[src/rtl/mbtrr_defines.vh]
`ifndef MBTRR_DEFINES_VH
`define MBTRR_DEFINES_VH
// Frame layout, service codes and exception codes
`define MBTRR_EXC_OFFSET    8'h80
`define MBTRR_SC_RD_HOLD    8'h03
`define MBTRR_SC_RD_INPUT   8'h04
`define MBTRR_SC_WR_SINGLE  8'h06
`define MBTRR_EXC_ILL_FUNC  8'h01
`define MBTRR_EXC_ILL_ADDR  8'h02
`define MBTRR_EXC_ILL_VALUE 8'h03
`define MBTRR_EXC_FAILURE   8'h04
`define MBTRR_MAX_COUNT     8'h7d
`define MBTRR_FIFO_DEPTH    4
`define MBTRR_REG_AW        4
`endif

[src/rtl/mbtrr_fifo.v]
`timescale 1ns/10ps
`default_nettype none
module mbtrr_fifo #(
   parameter WIDTH = 9,
   parameter DEPTH = 4,
   parameter AW    = 2
) (
   input  wire             ref_clk_in,
   input  wire             arst_n_in,
   input  wire [WIDTH-1:0] wr_data_in,
   input  wire             wr_valid_in,
   output wire             wr_ready_out,
   output wire [WIDTH-1:0] rd_data_out,
   output wire             rd_valid_out,
   input  wire             rd_ready_in
);
   reg [WIDTH-1:0] mem_q [0:DEPTH-1];
   reg [AW-1:0]    wr_ptr_q;
   reg [AW-1:0]    rd_ptr_q;
   reg [AW:0]      cnt_q;
   wire            push;
   wire            pop;

   // Handshake terms; full and empty come straight from the count
   assign wr_ready_out = (cnt_q != DEPTH[AW:0]);
   assign rd_valid_out = (cnt_q != {(AW+1){1'b0}});
   assign rd_data_out  = mem_q[rd_ptr_q];
   assign push         = wr_valid_in & wr_ready_out;
   assign pop          = rd_valid_out & rd_ready_in;

   // Storage has no reset, only pointers and count do
   always @(posedge ref_clk_in) begin
      if (push) begin
         mem_q[wr_ptr_q] <= wr_data_in;
      end
   end

   // Pointers wrap at depth so depth need not be a power of two
   always @(posedge ref_clk_in or negedge arst_n_in) begin
      if (!arst_n_in) begin
         wr_ptr_q <= {AW{1'b0}};
         rd_ptr_q <= {AW{1'b0}};
         cnt_q    <= {(AW+1){1'b0}};
      end else begin
         if (push) begin
            wr_ptr_q <= (wr_ptr_q == DEPTH[AW-1:0] - 1'b1) ? {AW{1'b0}} : wr_ptr_q + 1'b1;
         end
         if (pop) begin
            rd_ptr_q <= (rd_ptr_q == DEPTH[AW-1:0] - 1'b1) ? {AW{1'b0}} : rd_ptr_q + 1'b1;
         end
         if (push & ~pop) begin
            cnt_q <= cnt_q + 1'b1;
         end else if (pop & ~push) begin
            cnt_q <= cnt_q - 1'b1;
         end
      end
   end
endmodule
`default_nettype wire

[src/rtl/mbtrr_responder.v]
// Functional notes
// - Transmit only in answer to a request
// - Decode service code, select the operation
// - Frame: unit byte, service code, data
// - Multi-byte values go high byte first
// - Normal answer echoes the service code
// - Failed request or action gets error answer
// - Service code fixes data presence and length
// - Unit byte is echoed, never used for selection
// - Error answer: code plus 80h, exception code
// - Malformed request drops connection, no answer
`timescale 1ns/10ps
`default_nettype none
`include "mbtrr_defines.vh"
module mbtrr_responder #(
   parameter REG_AW = `MBTRR_REG_AW
) (
   input  wire       ref_clk_in,
   input  wire       arst_n_in,
   input  wire [7:0] rx_data_in,
   input  wire       rx_valid_in,
   input  wire       rx_last_in,
   input  wire       rx_error_in,
   output reg        rx_ready_out,
   output reg  [7:0] tx_data_out,
   output reg        tx_valid_out,
   output reg        tx_last_out,
   input  wire       tx_ready_in,
   output reg        conn_drop_out
);
   localparam NREG = 1 << REG_AW;
   // States
   localparam S_UNIT = 3'h0;
   localparam S_CODE = 3'h1;
   localparam S_DATA = 3'h2;
   localparam S_SKIP = 3'h3;
   localparam S_EXEC = 3'h4;
   localparam S_SEND = 3'h5;

   reg  [2:0]  st_q;
   reg  [7:0]  unit_q;
   reg  [7:0]  service_code_byte_q;
   reg  [7:0]  hdr_q [0:3];
   reg  [2:0]  nhdr_q;
   reg         bad_q;
   reg  [7:0]  exc_q;
   reg  [15:0] regs_q [0:NREG-1];
   reg  [7:0]  rsp_len_q;
   reg  [7:0]  ix_q;
   reg  [8:0]  fifo_wd;
   reg         fifo_wv;
   wire        fifo_wr;
   wire [8:0]  fifo_rd;
   wire        fifo_rv;
   wire        fifo_pop;
   wire [15:0] f_addr;
   wire [15:0] f_val;
   wire [7:0]  rd_cnt;
   wire        rx_take;
   integer     i;

   // Request field view, big-endian pairs
   assign f_addr  = {hdr_q[0], hdr_q[1]};
   assign f_val   = {hdr_q[2], hdr_q[3]};
   assign rd_cnt  = f_val[7:0];
   assign rx_take = rx_valid_in & rx_ready_out;

   // Expected data bytes per service code; zero means unknown
   function [2:0] mbtrr_req_len;
      input [7:0] sc;
      begin
         case (sc)
            `MBTRR_SC_RD_HOLD:   mbtrr_req_len = 3'h4;
            `MBTRR_SC_RD_INPUT:  mbtrr_req_len = 3'h4;
            `MBTRR_SC_WR_SINGLE: mbtrr_req_len = 3'h4;
            default:             mbtrr_req_len = 3'h0;
         endcase
      end
   endfunction

   // Response byte at index k of the frame
   function [7:0] mbtrr_rsp_byte;
      input [7:0] k;
      input [7:0] u;
      input [7:0] sc;
      input [7:0] ex;
      input [15:0] a;
      input [15:0] v;
      input [15:0] rv;
      begin
         if (k == 8'h00) begin
            mbtrr_rsp_byte = u;
         end else if (k == 8'h01) begin
            mbtrr_rsp_byte = (ex != 8'h00) ? (sc + `MBTRR_EXC_OFFSET) : sc;
         end else if (ex != 8'h00) begin
            mbtrr_rsp_byte = ex;
         end else if (sc == `MBTRR_SC_WR_SINGLE) begin
            case (k)
               8'h02:   mbtrr_rsp_byte = a[15:8];
               8'h03:   mbtrr_rsp_byte = a[7:0];
               8'h04:   mbtrr_rsp_byte = v[15:8];
               default: mbtrr_rsp_byte = v[7:0];
            endcase
         end else if (k == 8'h02) begin
            mbtrr_rsp_byte = {v[6:0], 1'b0};
         end else begin
            mbtrr_rsp_byte = k[0] ? rv[15:8] : rv[7:0];
         end
      end
   endfunction

   wire [7:0] reg_ix = f_addr[7:0] + ((ix_q - 8'h03) >> 1);
   wire [15:0] reg_rd = regs_q[reg_ix[REG_AW-1:0]];

   // Request parser and executor; one request handled at a time
   always @(posedge ref_clk_in or negedge arst_n_in) begin
      if (!arst_n_in) begin
         st_q                <= S_UNIT;
         unit_q              <= 8'h00;
         service_code_byte_q <= 8'h00;
         nhdr_q              <= 3'h0;
         bad_q               <= 1'b0;
         exc_q               <= 8'h00;
         rsp_len_q           <= 8'h00;
         ix_q                <= 8'h00;
         rx_ready_out        <= 1'b0;
         conn_drop_out       <= 1'b0;
         for (i = 0; i < 4; i = i + 1) begin
            hdr_q[i] <= 8'h00;
         end
         for (i = 0; i < NREG; i = i + 1) begin
            regs_q[i] <= 16'h0000;
         end
      end else begin
         conn_drop_out <= 1'b0;
         // Ready falls on the edge that takes the last byte, so nothing slips into exec
         rx_ready_out  <= (st_q <= S_SKIP) & ~(rx_take & rx_last_in);
         case (st_q)
            S_UNIT: begin
               nhdr_q <= 3'h0;
               bad_q  <= 1'b0;
               exc_q  <= 8'h00;
               if (rx_take) begin
                  unit_q <= rx_data_in;
                  // Lone or bad byte is dropped via exec, same timing as every drop
                  bad_q  <= rx_last_in | rx_error_in;
                  st_q   <= rx_last_in ? S_EXEC : S_CODE;
               end
            end
            S_CODE: begin
               if (rx_take) begin
                  service_code_byte_q <= rx_data_in;
                  // Known code cut short, or bad byte: malformed frame
                  if (rx_error_in | (rx_last_in & (mbtrr_req_len(rx_data_in) != 3'h0))) begin
                     bad_q <= 1'b1;
                  end
                  if (mbtrr_req_len(rx_data_in) == 3'h0) begin
                     exc_q <= `MBTRR_EXC_ILL_FUNC;
                  end
                  if (rx_last_in) begin
                     st_q <= S_EXEC;
                  end else begin
                     st_q <= (mbtrr_req_len(rx_data_in) == 3'h0) ? S_SKIP : S_DATA;
                  end
               end
            end
            S_DATA: begin
               if (rx_take) begin
                  hdr_q[nhdr_q[1:0]] <= rx_data_in;
                  nhdr_q             <= nhdr_q + 3'h1;
                  if (nhdr_q == 3'h3) begin
                     bad_q <= bad_q | ~rx_last_in | rx_error_in;
                     st_q  <= rx_last_in ? S_EXEC : S_SKIP;
                  end else if (rx_last_in) begin
                     bad_q <= 1'b1;
                     st_q  <= S_EXEC;
                  end else if (rx_error_in) begin
                     bad_q <= 1'b1;
                  end
               end
            end
            S_SKIP: begin
               // Drains the rest of an unusable frame before judging it
               if (rx_take & rx_last_in) begin
                  st_q <= S_EXEC;
               end
               if (rx_take & ((exc_q == 8'h00) | rx_error_in)) begin
                  bad_q <= 1'b1;
               end
            end
            S_EXEC: begin
               ix_q <= 8'h00;
               if (bad_q) begin
                  conn_drop_out <= 1'b1;
                  st_q          <= S_UNIT;
               end else if (exc_q != 8'h00) begin
                  rsp_len_q <= 8'h03;
                  st_q      <= S_SEND;
               end else if (service_code_byte_q == `MBTRR_SC_WR_SINGLE) begin
                  if (f_addr >= NREG) begin
                     exc_q     <= `MBTRR_EXC_ILL_ADDR;
                     rsp_len_q <= 8'h03;
                  end else begin
                     regs_q[f_addr[REG_AW-1:0]] <= f_val;
                     rsp_len_q                  <= 8'h06;
                  end
                  st_q <= S_SEND;
               end else begin
                  if ((rd_cnt == 8'h00) || (rd_cnt > `MBTRR_MAX_COUNT) || (f_val[15:8] != 8'h00)) begin
                     exc_q     <= `MBTRR_EXC_ILL_VALUE;
                     rsp_len_q <= 8'h03;
                  end else if ({1'b0, f_addr} + {9'h000, rd_cnt} > NREG) begin
                     exc_q     <= `MBTRR_EXC_ILL_ADDR;
                     rsp_len_q <= 8'h03;
                  end else begin
                     rsp_len_q <= 8'h03 + {rd_cnt[6:0], 1'b0};
                  end
                  st_q <= S_SEND;
               end
            end
            S_SEND: begin
               // Bytes only leave while a request is being answered
               if (fifo_wr) begin
                  ix_q <= ix_q + 8'h01;
                  if (ix_q == rsp_len_q - 8'h01) begin
                     st_q <= S_UNIT;
                  end
               end
            end
            default: begin
               st_q <= S_UNIT;
            end
         endcase
      end
   end

   // Response byte builder feeding the FIFO
   always @* begin
      fifo_wv = (st_q == S_SEND);
      fifo_wd = {(ix_q == rsp_len_q - 8'h01),
                 mbtrr_rsp_byte(ix_q, unit_q, service_code_byte_q, exc_q, f_addr,
                                f_val, reg_rd)};
   end

   wire fifo_wrdy;
   assign fifo_wr = fifo_wv & fifo_wrdy;

   mbtrr_fifo #(
      .WIDTH (9),
      .DEPTH (`MBTRR_FIFO_DEPTH),
      .AW    (2)
   ) u_fifo (
      .ref_clk_in   (ref_clk_in),
      .arst_n_in    (arst_n_in),
      .wr_data_in   (fifo_wd),
      .wr_valid_in  (fifo_wv),
      .wr_ready_out (fifo_wrdy),
      .rd_data_out  (fifo_rd),
      .rd_valid_out (fifo_rv),
      .rd_ready_in  (~tx_valid_out | tx_ready_in)
   );
   assign fifo_pop = fifo_rv & (~tx_valid_out | tx_ready_in);

   // Output register stage so every transmit port is a flop
   always @(posedge ref_clk_in or negedge arst_n_in) begin
      if (!arst_n_in) begin
         tx_data_out  <= 8'h00;
         tx_valid_out <= 1'b0;
         tx_last_out  <= 1'b0;
      end else if (~tx_valid_out | tx_ready_in) begin
         tx_valid_out <= fifo_pop;
         tx_data_out  <= fifo_rd[7:0];
         tx_last_out  <= fifo_rd[8] & fifo_pop;
      end
   end
endmodule
`default_nettype wire

[config.mk]
export PLATFORM = sky130hd
export DESIGN_NAME = mbtrr_responder
export DESIGN_NICKNAME = d
export VERILOG_FILES = /design/src/rtl/mbtrr_fifo.v /design/src/rtl/mbtrr_responder.v
export VERILOG_INCLUDE_DIRS = /design/src /design/src/rtl
export SDC_FILE = /design/constraint.sdc
export NUM_CORES = 1
export LEC_CHECK = 0
export ABC_AREA = 1
export BUFFER_PORTS_ARGS = -buffer_cell sky130_fd_sc_hd__buf_2
export CORE_MARGIN = 1.5
export CORE_UTILIZATION = 55
export DETAILED_ROUTE_END_ITERATION = 10
export GPL_ROUTABILITY_DRIVEN = 0
export PLACE_DENSITY = 0.81
export SLEW_MARGIN = 20
export SYNTH_ARGS = -nofsm -noshare
export SYNTH_HDL_FRONTEND = slang
export SYNTH_SLANG_ARGS = --single-unit
[constraint.sdc]
create_clock -name ref_clk_in -period 4.19 [get_ports ref_clk_in]
set_clock_uncertainty 0.1 [all_clocks]
set_input_delay 0.838 -clock ref_clk_in [delete_from_list [all_inputs] [get_ports ref_clk_in]]
set_output_delay 0.838 -clock ref_clk_in [all_outputs]
set_load 0.01 [all_outputs]
After elaboration in Yosys (flattened, before gate mapping)
Memory sizes are Yosys's and may differ from the RTL's.
Index checks and enable logic that the tools add are counted.
{"block": "classes", "mux": 72, "shifts": 0, "order_cmp": 9, "reduce_logical": 30, "mul": 0, "bitwise_logic": 27, "div_mod_pow": 0, "addsub": 12, "n_eq_ne": 33}
{"op": "$bwmux 256", "count": 1}
{"op": "$mux 8", "count": 21}
{"op": "$mux 3", "count": 22}
{"op": "$bmux 16 s4", "count": 1}
{"op": "$demux 16 s4", "count": 1}
{"op": "$mux 16", "count": 3}
{"op": "$pmux 8 s3", "count": 2}
{"op": "$bwmux 32", "count": 1}
{"op": "$eq 8x3->1 const B", "count": 4}
{"op": "$eq 8x2->1 const B", "count": 3}
{"op": "$logic_not 8->1", "count": 3}
{"op": "$ne 2x2->1 const B", "count": 10}
{"op": "$pmux 3 s6", "count": 1}
{"op": "$add 16x8->17", "count": 1}
{"op": "$gt 17x5->1 const B", "count": 1}
{"op": "$demux 8 s2", "count": 1}
{"op": "$ge 16x5->1 const B", "count": 1}
{"op": "$pmux 8 s2", "count": 1}
{"op": "$reduce_bool 8->1", "count": 2}
{"op": "$reduce_and 7->1", "count": 2}
{"op": "$mux 1", "count": 13}
{"op": "$reduce_and 2->1", "count": 6}
{"op": "$and 1x1->1", "count": 10}
{"op": "$ge 5x5->1 const B", "count": 2}
{"op": "39 further kinds", "count": 70}
{"block": "word_totals", "output_inout_bits": 12, "latchBits": 0, "mem_bits_ro": 0, "ram_bits": 36, "memories": 1, "regBits": 354}
{"memory": "u_fifo.mem_q", "words": 4, "width": 9, "rd": 1, "rd_ports_with_merged_regs": 0, "write_ports": 1, "line_no": "mbtrr_fifo.v:17", "source": "reg [WIDTH-1:0] mem_q [0:DEPTH-1];"}

Depth between registers and ports, before layout
Gate-level depths: netlist (run 1).
{"block": "depth", "word_depth": 12, "depth_mapped": 19, "depth_no_buf": 19}

By module
A second synthesis (run 1) with hierarchy kept.
{"block": "unflattened", "hier_cells": 2298, "hier_area_um2": 19134.6}
{"module": "mbtrr_responder", "area_per_inst_um2": 17151.4, "cells_each": 2135, "instances": 1}
{"module": "mbtrr_fifo", "area_per_inst_um2": 1983.2, "cells_each": 163, "instances": 1}

Worst setup path after synthesis (run 1)
No wires, ideal clock.
{"block": "synth_path", "path_type": "register to register", "start": "register ix_q[0]", "end": "memory u_fifo.mem_q[0][7] (data pin)", "arrival_time_ns": 3.141, "required_ns": 3.825, "slack_ns": 0.683, "path_stages_with_launch": 15, "period_less_slack_ns": 3.507, "setup_time_ns": 0.265, "path_cell_list": "dfrtp_1 clkinv_1 ha_1 ha_1 fa_1 clkbuf_1 clkbuf_1 clkbuf_1 a32oi_1 o211ai_1 nand3_1 a21oi_1 o21ai_0 nand2_1 nand2_1"}
{"block": "synth_via", "elab_chain_cells": 12}
{"item": "from (decl)", "line_no": "mbtrr_responder.v:49", "source": "reg [7:0] ix_q;"}
{"item": "from (signal assigned)", "line_no": "mbtrr_responder.v:224", "source": "ix_q <= ix_q + 8'h01;"}
{"item": "$sub 5x2->5", "line_no": "mbtrr_responder.v:112", "source": "wire [7:0] reg_ix = f_addr[7:0] + ((ix_q - 8'h03) >> 1);"}
{"item": "$add 4x4->4", "line_no": "mbtrr_responder.v:112"}
{"item": "$not 4->5 (not written as such)", "line_no": "mbtrr_responder.v:113", "source": "wire [15:0] reg_rd = regs_q[reg_ix[REG_AW-1:0]];"}
{"item": "$bmux 16 s4", "line_no": "mbtrr_responder.v:113"}
{"item": "$mux 16 (not written as such) (2 in series)", "line_no": "mbtrr_responder.v:113"}
{"item": "$mux 8", "line_no": "mbtrr_responder.v:107", "source": "mbtrr_rsp_byte = k[0] ? rv[15:8] : rv[7:0];"}
{"item": "$mux 8", "line_no": "mbtrr_responder.v:104", "source": "end else if (k == 8'h02) begin"}
{"item": "$mux 8", "line_no": "mbtrr_responder.v:97", "source": "end else if (sc == `MBTRR_SC_WR_SINGLE) begin"}
{"item": "$mux 8", "line_no": "mbtrr_responder.v:95", "source": "end else if (ex != 8'h00) begin"}
{"item": "$mux 8", "line_no": "mbtrr_responder.v:93", "source": "end else if (k == 8'h01) begin"}
{"item": "$mux 8 *", "line_no": "mbtrr_responder.v:91", "source": "if (k == 8'h00) begin"}
{"item": "named net fifo_wd[7]", "line_no": "mbtrr_responder.v:50", "source": "reg [8:0] fifo_wd;"}
{"item": "to (decl)", "line_no": "mbtrr_fifo.v:17"}
Mark *: on every way through the listed nets, which the timed path passes. The rest lies on a longest branch. The select of a mux whose other input is x is not followed.

Worst setup path in the final report (run 1)
{"block": "layout_path", "start": "register ix_q[0]", "end": "memory u_fifo.mem_q[2][6] (data pin)"}
Same word-level chain as after synthesis.

==> impl_results.md, run 1 <==
* Fin Setup TNS at 0 ns
* Row cnt at 67
* Pins Over Slew Limit at 0
* Max Fanout on Critical Path at 44
* Tot Pwr at 0.0122 W
* Final count of hold timing violations at 0
* Fill cells at 2780
* Setup crit end: u_fifo.mem_q[2][6]
* Crit-path slowest cell: fa_4
* CTS HTree Levels at 2
* Simple-gate share of the synthesized area at 20.1%
* Seq/Total Area, Yosys at 51.8%
* TritonRoute pass-1 iters at 6
* Vias per Instance at 6.06
* Post-Synth Adder-Cell Area at 2.37%
* Ys async rst share at 90.6%
* Die area at 35500 um2
* Grt met1 use at 40.5%
* TritonCTS Buffers at 41
* Post-synthesis compound-gate area fraction at 17.7%
* Relative slew slack at 36.3%
* Worst VDD drop at 0.504 mV
* WL/cell at 19.0 um
* CTS tree: done
* Max-cap violations at 0
* R2r setup slk at 0.27 ns
* Seq cells post-synth at 384
* Power Density at 587 nW/um2
* Hold buffer count at cts at 0
* CP Data Arrival Time at 4.13 ns
* Mux share of post-synthesis cell area at 0.265%
* Unique cell type count in the Yosys netlist at 52
* Clk slew on worst S/H paths at 0.06 ns
* # port buffers at 25
* Worst setup path start: ix_q[0]
* CP Cell Sequence: clkinv_1 -> ha_1 -> ha_4 -> fa_4 -> buf_12 -> a21oi_1 -> a32oi_1 -> mux2i_1 -> o211ai_1 -> nand3_1 -> nand2_1 -> nand3_1 -> a21oi_1
* GR peak layer: met2
* Antenna diodes at 0
* Max Fclk at 255 MHz
* Yosys top cell by area: dfrtp_1
* Worst Tran Pin Value at 0.947 ns
* Startpoint Class: register
* Congestion Overflow GR at 0
* Ys flop type: dfrtp_1
* Grt met2 use at 46.0%
* Commonest non-fill, non-tap cell in the layout: nand2_1
* Die height at 188 um
* Chip width at 188 um
* DRT antenna net count at 0
* Ratio of cells with drive above 1 in the final layout at 7.31%
* Final Critical Period at 3.92 ns
* Final wirelength at 50900 um
* CTS resizes at 0
* Starting density of the core at 56.1%
* Tcrit/Tclk final at 93.6%
* Total track usage at 29.1%
* First-pass GRT wire length at 82600 um
* Synthesized area per cell at 8.47 um2
* Num ports at 26
* Crit. End Element: register
* Num Clock Sinks at 384
* FF-to-FF End: u_fifo.mem_q[2][6]
* Max clock buf depth at 3
* Kind of critical path: reg -> reg
* Req. time, crit path at 4.40 ns
* Worst path max stage delay at 0.94 ns
* Synth top area share at 46.1%
* Commonest cells after routing, fill and taps aside: nand2_1 (672), o21ai_0 (359), dfrtp_1 (348), nor2_1 (134), inv_1 (119)
* RSZ-0062 raised after global routing: no
* P_leak at 9.16 nW
* Skew-Pair Late Insertion Delay at 0.54 ns
* DRC viols at 0
* DRT iter0 DRCs at 1993
* Placed wire-length estimate at 31400 um
* Largest cells by area after synthesis: dfrtp_1 (46%), nand2_1 (13%), o21ai_0 (9.5%), edfxtp_1 (5.7%), nor2_1 (2.7%)
* DR vias at 16200
* Final layout net count at 2247
* Vias in the first global route at 15500
* Post-Synth XOR/XNOR Area at 1.46%
* Syn Nets at 2280
* Mapped Area at 18900 um2
* M3 GR Usage at 4.69%
* Status: finished, final reports clean
* Core Footprint at 33700 um2
* Worst min path class: in -> async
* CTS Root Cell: clkbuf_16
* Setup Viol. Count Final at 0
* Worst R2R Start: ix_q[0]
* FF-to-FF path depth at 13
* Initial antenna violation count at 0
* EDFF count, synth at 36
* Layout area overhead at 9.56%
* Post-CTS setup buffers at 0
* Pin count of the biggest net entering global routing at 129
* YS warnings at 0
* Post-Syn Instances at 2232
* Main combinational cell family by area after synthesis: simple AND/OR/NAND/NOR gates
[metrics by stage]
stage                     setup WS [ns]  cells  area (um2)  utilization [%]  hold slack, ns
after floorplan                   0.683   2232       18900                -           0.333
after global placement            0.464   2604       19300             57.2           0.353
after detailed placement          0.393   2604       19300             57.2           0.357
after CTS                         0.320   2678       20700             61.5           0.253
after global routing             0.0480   2678       20700             61.5           0.294
final                             0.269   2678       20700             61.5           0.202
[logic make-up after synthesis]
logic type      after synthesis
compound gates              588
mux                           5
flops                       384
xor+xnor                     29
simple gates                930
fa+ha+maj                    34
buf+inv                     262
[power by group]
group          total, W  switching (W)  internal (W)
Clock           0.00380        0.00148       0.00232
Sequential      0.00446       0.000312       0.00414
Combinational   0.00390        0.00267       0.00122
Total            0.0122        0.00446       0.00769
[state kept, by name (all words and copies together) (netlist names), 2 cells and up]
signal / count
u_fifo.cnt_q: 3
f_val: 8
nhdr_q: 3
u_fifo.wr_ptr_q: 2
u_fifo.rd_ptr_q: 2
mbtrr_rsp_byte.u: 8
f_addr: 16
tx_data_out: 8
regs_q: 256
ix_q: 8
rsp_len_q: 8
mbtrr_rsp_byte.sc: 8
rd_cnt: 8
exc_q: 2
st_q: 3
u_fifo.mem_q: 36
[worst min path at each step]
stage                    from  slack, ns    endpoint
detailed placement    ix_q[6]       0.36     ix_q[6]
global placement      ix_q[6]       0.35     ix_q[6]
finish              arst_n_in       0.20  regs_q[62]
floorplan             ix_q[6]       0.33     ix_q[6]
global route        arst_n_in       0.29  regs_q[14]
CTS                 arst_n_in       0.25  regs_q[62]
[area by class of cell]
cell class,count,area [um2],share of cell area (%)
sequential,384,9790,47.3
clock buffer,57,1210,5.84
clock inverter,17,216,1.05
inverter,129,485,2.34
timing repair buffer,57,488,2.36
tap,448,561,2.71
multi-input combinational,1586,7960,38.4
[Yosys cell counts, drive strengths merged (5+ instances only)]
master  number
o31ai        6
nor4         8
a31oi       12
xor2        16
xnor2       13
a21oi      101
nand3       73
edfxtp      36
dfrtp      348
o211ai      19
nand2      682
o22ai        8
nor2       136
a32o        35
ha          31
mux2i        5
nand4        9
clkbuf      86
clkinv       5
o21ai      372
inv        124
nor3        16
buf         47
a32oi       22
[critical path: cells and delay by family (launching register included)]
kind | cells | cell delay [ns]
AO/OA/AOI/OAI | 4 | 0.87
adder cells (fa/ha/maj) | 3 | 1.48
multiplexers | 1 | 0.12
flip-flops | 1 | 0.41
buffers and inverters | 2 | 0.39
AND/OR/NAND/NOR | 3 | 0.31
[metal layers]
metal  vias up  wire length (um)
li1       7427                 -
met2       824             23300
met5         -                 0
met3       147              4610
met4         0              1860
met1      7833             21200
Power figures use the tool's default switching activity.
==> run 2: changes to the inputs <==
Settings changed: PLACE_DENSITY 0.81 to 0.75.
==> run 2 against run 1 <==
Compared with the run above: total power decreased by 1.8%; die area unchanged; sequential cell count stayed put; combinational power decreased by 1%; sequential share of layout area up 0.21 points; count of clock-buffer cells in the layout is 1 lower.
==> impl_results.md, run 2 (synthesis gave the netlist of run 1 again) <==
* Commonest cells after routing, fill and taps aside: nand2_1 (672), o21ai_0 (359), dfrtp_1 (348), nor2_1 (134), inv_1 (119)
* Placed cell areas at 19300 um2
* Startpoint Class: register
* Clk slew on worst S/H paths at 0.06 ns
* Reg area at 9790 um2
* Final wirelength at 49600 um
* Final layout net count at 2246
* CP Data Arrival Time at 4.17 ns
* M3 GR Usage at 4.79%
* DRT iter0 DRCs at 1579
* Max Fclk at 254 MHz
* P_leak at 9.12 nW
* Die area at 35500 um2
* Cell area after layout at 20600 um2
* Post-CTS setup buffers at 0
* Max-cap violations at 0
* CP Cell Sequence: buf_4 -> ha_1 -> xnor2_1 -> fa_4 -> buf_12 -> o21ai_0 -> o22ai_1 -> nand2_1 -> nand3_1 -> nand3_1 -> nand2_1 -> nand2_1 -> nand2_1 -> nand3b_1 -> nand2_1 -> nand2_1 -> nand2_1
* Total track usage at 28.4%
* Placed wire-length estimate at 31500 um
* Congestion Overflow GR at 0
* Tot Pwr at 0.0119 W
* Worst min path class: in -> async
* DR vias at 15700
* Relative slew slack at 23.2%
* Grt met2 use at 44.0%
* TritonCTS Buffers at 41
* # port buffers at 25
* GR peak layer: met2
* Final Critical Period at 3.93 ns
* Largest Register: regs_q
* CP delay by family, top: adder cells
* Multi-input logic area at 7970 um2
* Skew-Pair Late Insertion Delay at 0.54 ns
* DRC viols at 0
* Req. time, crit path at 4.43 ns
* Initial antenna violation count at 0
* Starting density of the core at 56.1%
* Num ports at 26
* Cell Count, Final, Fillers Out at 2678
* Kind of critical path: reg -> reg
* Worst path max stage delay at 1.05 ns
* Num Clock Sinks at 384
* CTS tree: done
* Pin count of the biggest net entering global routing at 129
* Row cnt at 67
* Pins Over Slew Limit at 0
* Fill cells at 2885
* Power Density at 579 nW/um2
* Chip width at 188 um
* Max clock buf depth at 3
* WL/cell at 18.5 um
* Worst VDD drop at 0.532 mV
* Antenna diodes at 0
* Worst slack, placed at 0.267 ns
* Crit. End Element: register
* Vias in the first global route at 15100
* Grt met1 use at 40.8%
* Max reg flops at 256
* Worst Tran Pin Value at 1.15 ns
* Placed cell count at 2603
* Tcrit/Tclk final at 93.8%
* Fin Setup TNS at 0 ns
* Core Footprint at 33700 um2
* CTS Root Cell: clkbuf_16
* TritonRoute pass-1 iters at 6
* Final count of hold timing violations at 0
* Commonest non-fill, non-tap cell in the layout: nand2_1
* Vias per Instance at 5.87
* DRT antenna net count at 0
* Status: finished, final reports clean
* Ratio of cells with drive above 1 in the final layout at 7.17%
* CP dominant cell by count: nand2_1
* Crit-path slowest cell: fa_4
* RSZ-0062 raised after global routing: no
* CTS HTree Levels at 2
* First-pass GRT wire length at 80500 um
* Layout area overhead at 9.07%
* Max Fanout on Critical Path at 34
* Setup Viol. Count Final at 0
* Die height at 188 um
* Worst setup margin at 0.258 ns
* WP buf/inv at 2
-- run 2: cell count changes in the layout (fill, tap and decap cells not counted), moves of 2 or more --
| cell | before | now |
|---|---|---|
| clkinv_1 | 7 | 9 |
| clkbuf_8 | 8 | 5 |
| clkinv_2 | 8 | 10 |
| bufinv_16 | 5 | 3 |
| clkbuf_1 | 6 | 8 |
-- run 2: final cells by class --
class,count,area share [%]
Multi-Input combinational cell,1586,38.6
Tap cell,448,2.72
Sequential cell,384,47.5
Clock buffer,56,5.70
Timing Repair Buffer,56,2.27
Clock inverter,19,0.850
Inverter,129,2.35
-- run 2: timing repair --
item | in CTS | in global routing
hold buffers | 0 | 0
gates resized for setup | 0 | 1
hold endpoints to repair | 0 | 0
setup endpoints to repair | 0 | 4
-- run 2: final timing paths --
path / startpoint / to / slack, ns / cells after the start
max in group asynchronous: arst_n_in / f_addr[0] / 2.95 / 2
worst max register to register: ix_q[0] / u_fifo.mem_q[2][1] / 0.26 / 17
worst max-delay path: ix_q[0] / u_fifo.mem_q[2][1] / 0.26 / 17
worst min-delay path: arst_n_in / regs_q[122] / 0.13 / 1
worst min register to register: regs_q[130] / regs_q[130] / 0.39 / 2
min in group ref_clk_in: regs_q[130] / regs_q[130] / 0.39 / 2
-- run 2: metrics by stage --
stage | util (%) | hold WS (ns)
final | 61.2 | 0.129
after global placement | 57.2 | 0.351
after detailed placement | 57.2 | 0.370
after global routing | 61.2 | 0.160
after CTS | 61.2 | 0.138
after floorplan | - | 0.333
-- run 2: power by group --
| part | switching (W) | internal [W] |
|---|---|---|
| logic | 0.00264 | 0.00121 |
| clock network | 0.00148 | 0.00215 |
| registers | 0.000313 | 0.00414 |
| total | 0.00443 | 0.00751 |
-- run 2: layer usage --
metal / wire (um) / part of all wire, %
met5: 0 / 0
met3: 4010 / 8.1
met4: 1510 / 3.0
met2: 22100 / 45
met1: 21900 / 44
-- run 2: worst register-to-register path, cell delays in order (launching register included) --
cell      delay [ns]
dfrtp_1         0.40
buf_4           0.19
ha_1            0.23
xnor2_1         0.20
fa_4            1.05
buf_12          0.24
o21ai_0         0.14
o22ai_1         0.21
nand2_1         0.08
nand3_1         0.11
nand3_1         0.12
nand2_1         0.15
nand2_1         0.07
nand2_1         0.06
nand3b_1        0.08
nand2_1         0.07
nand2_1         0.05
nand2_1         0.19
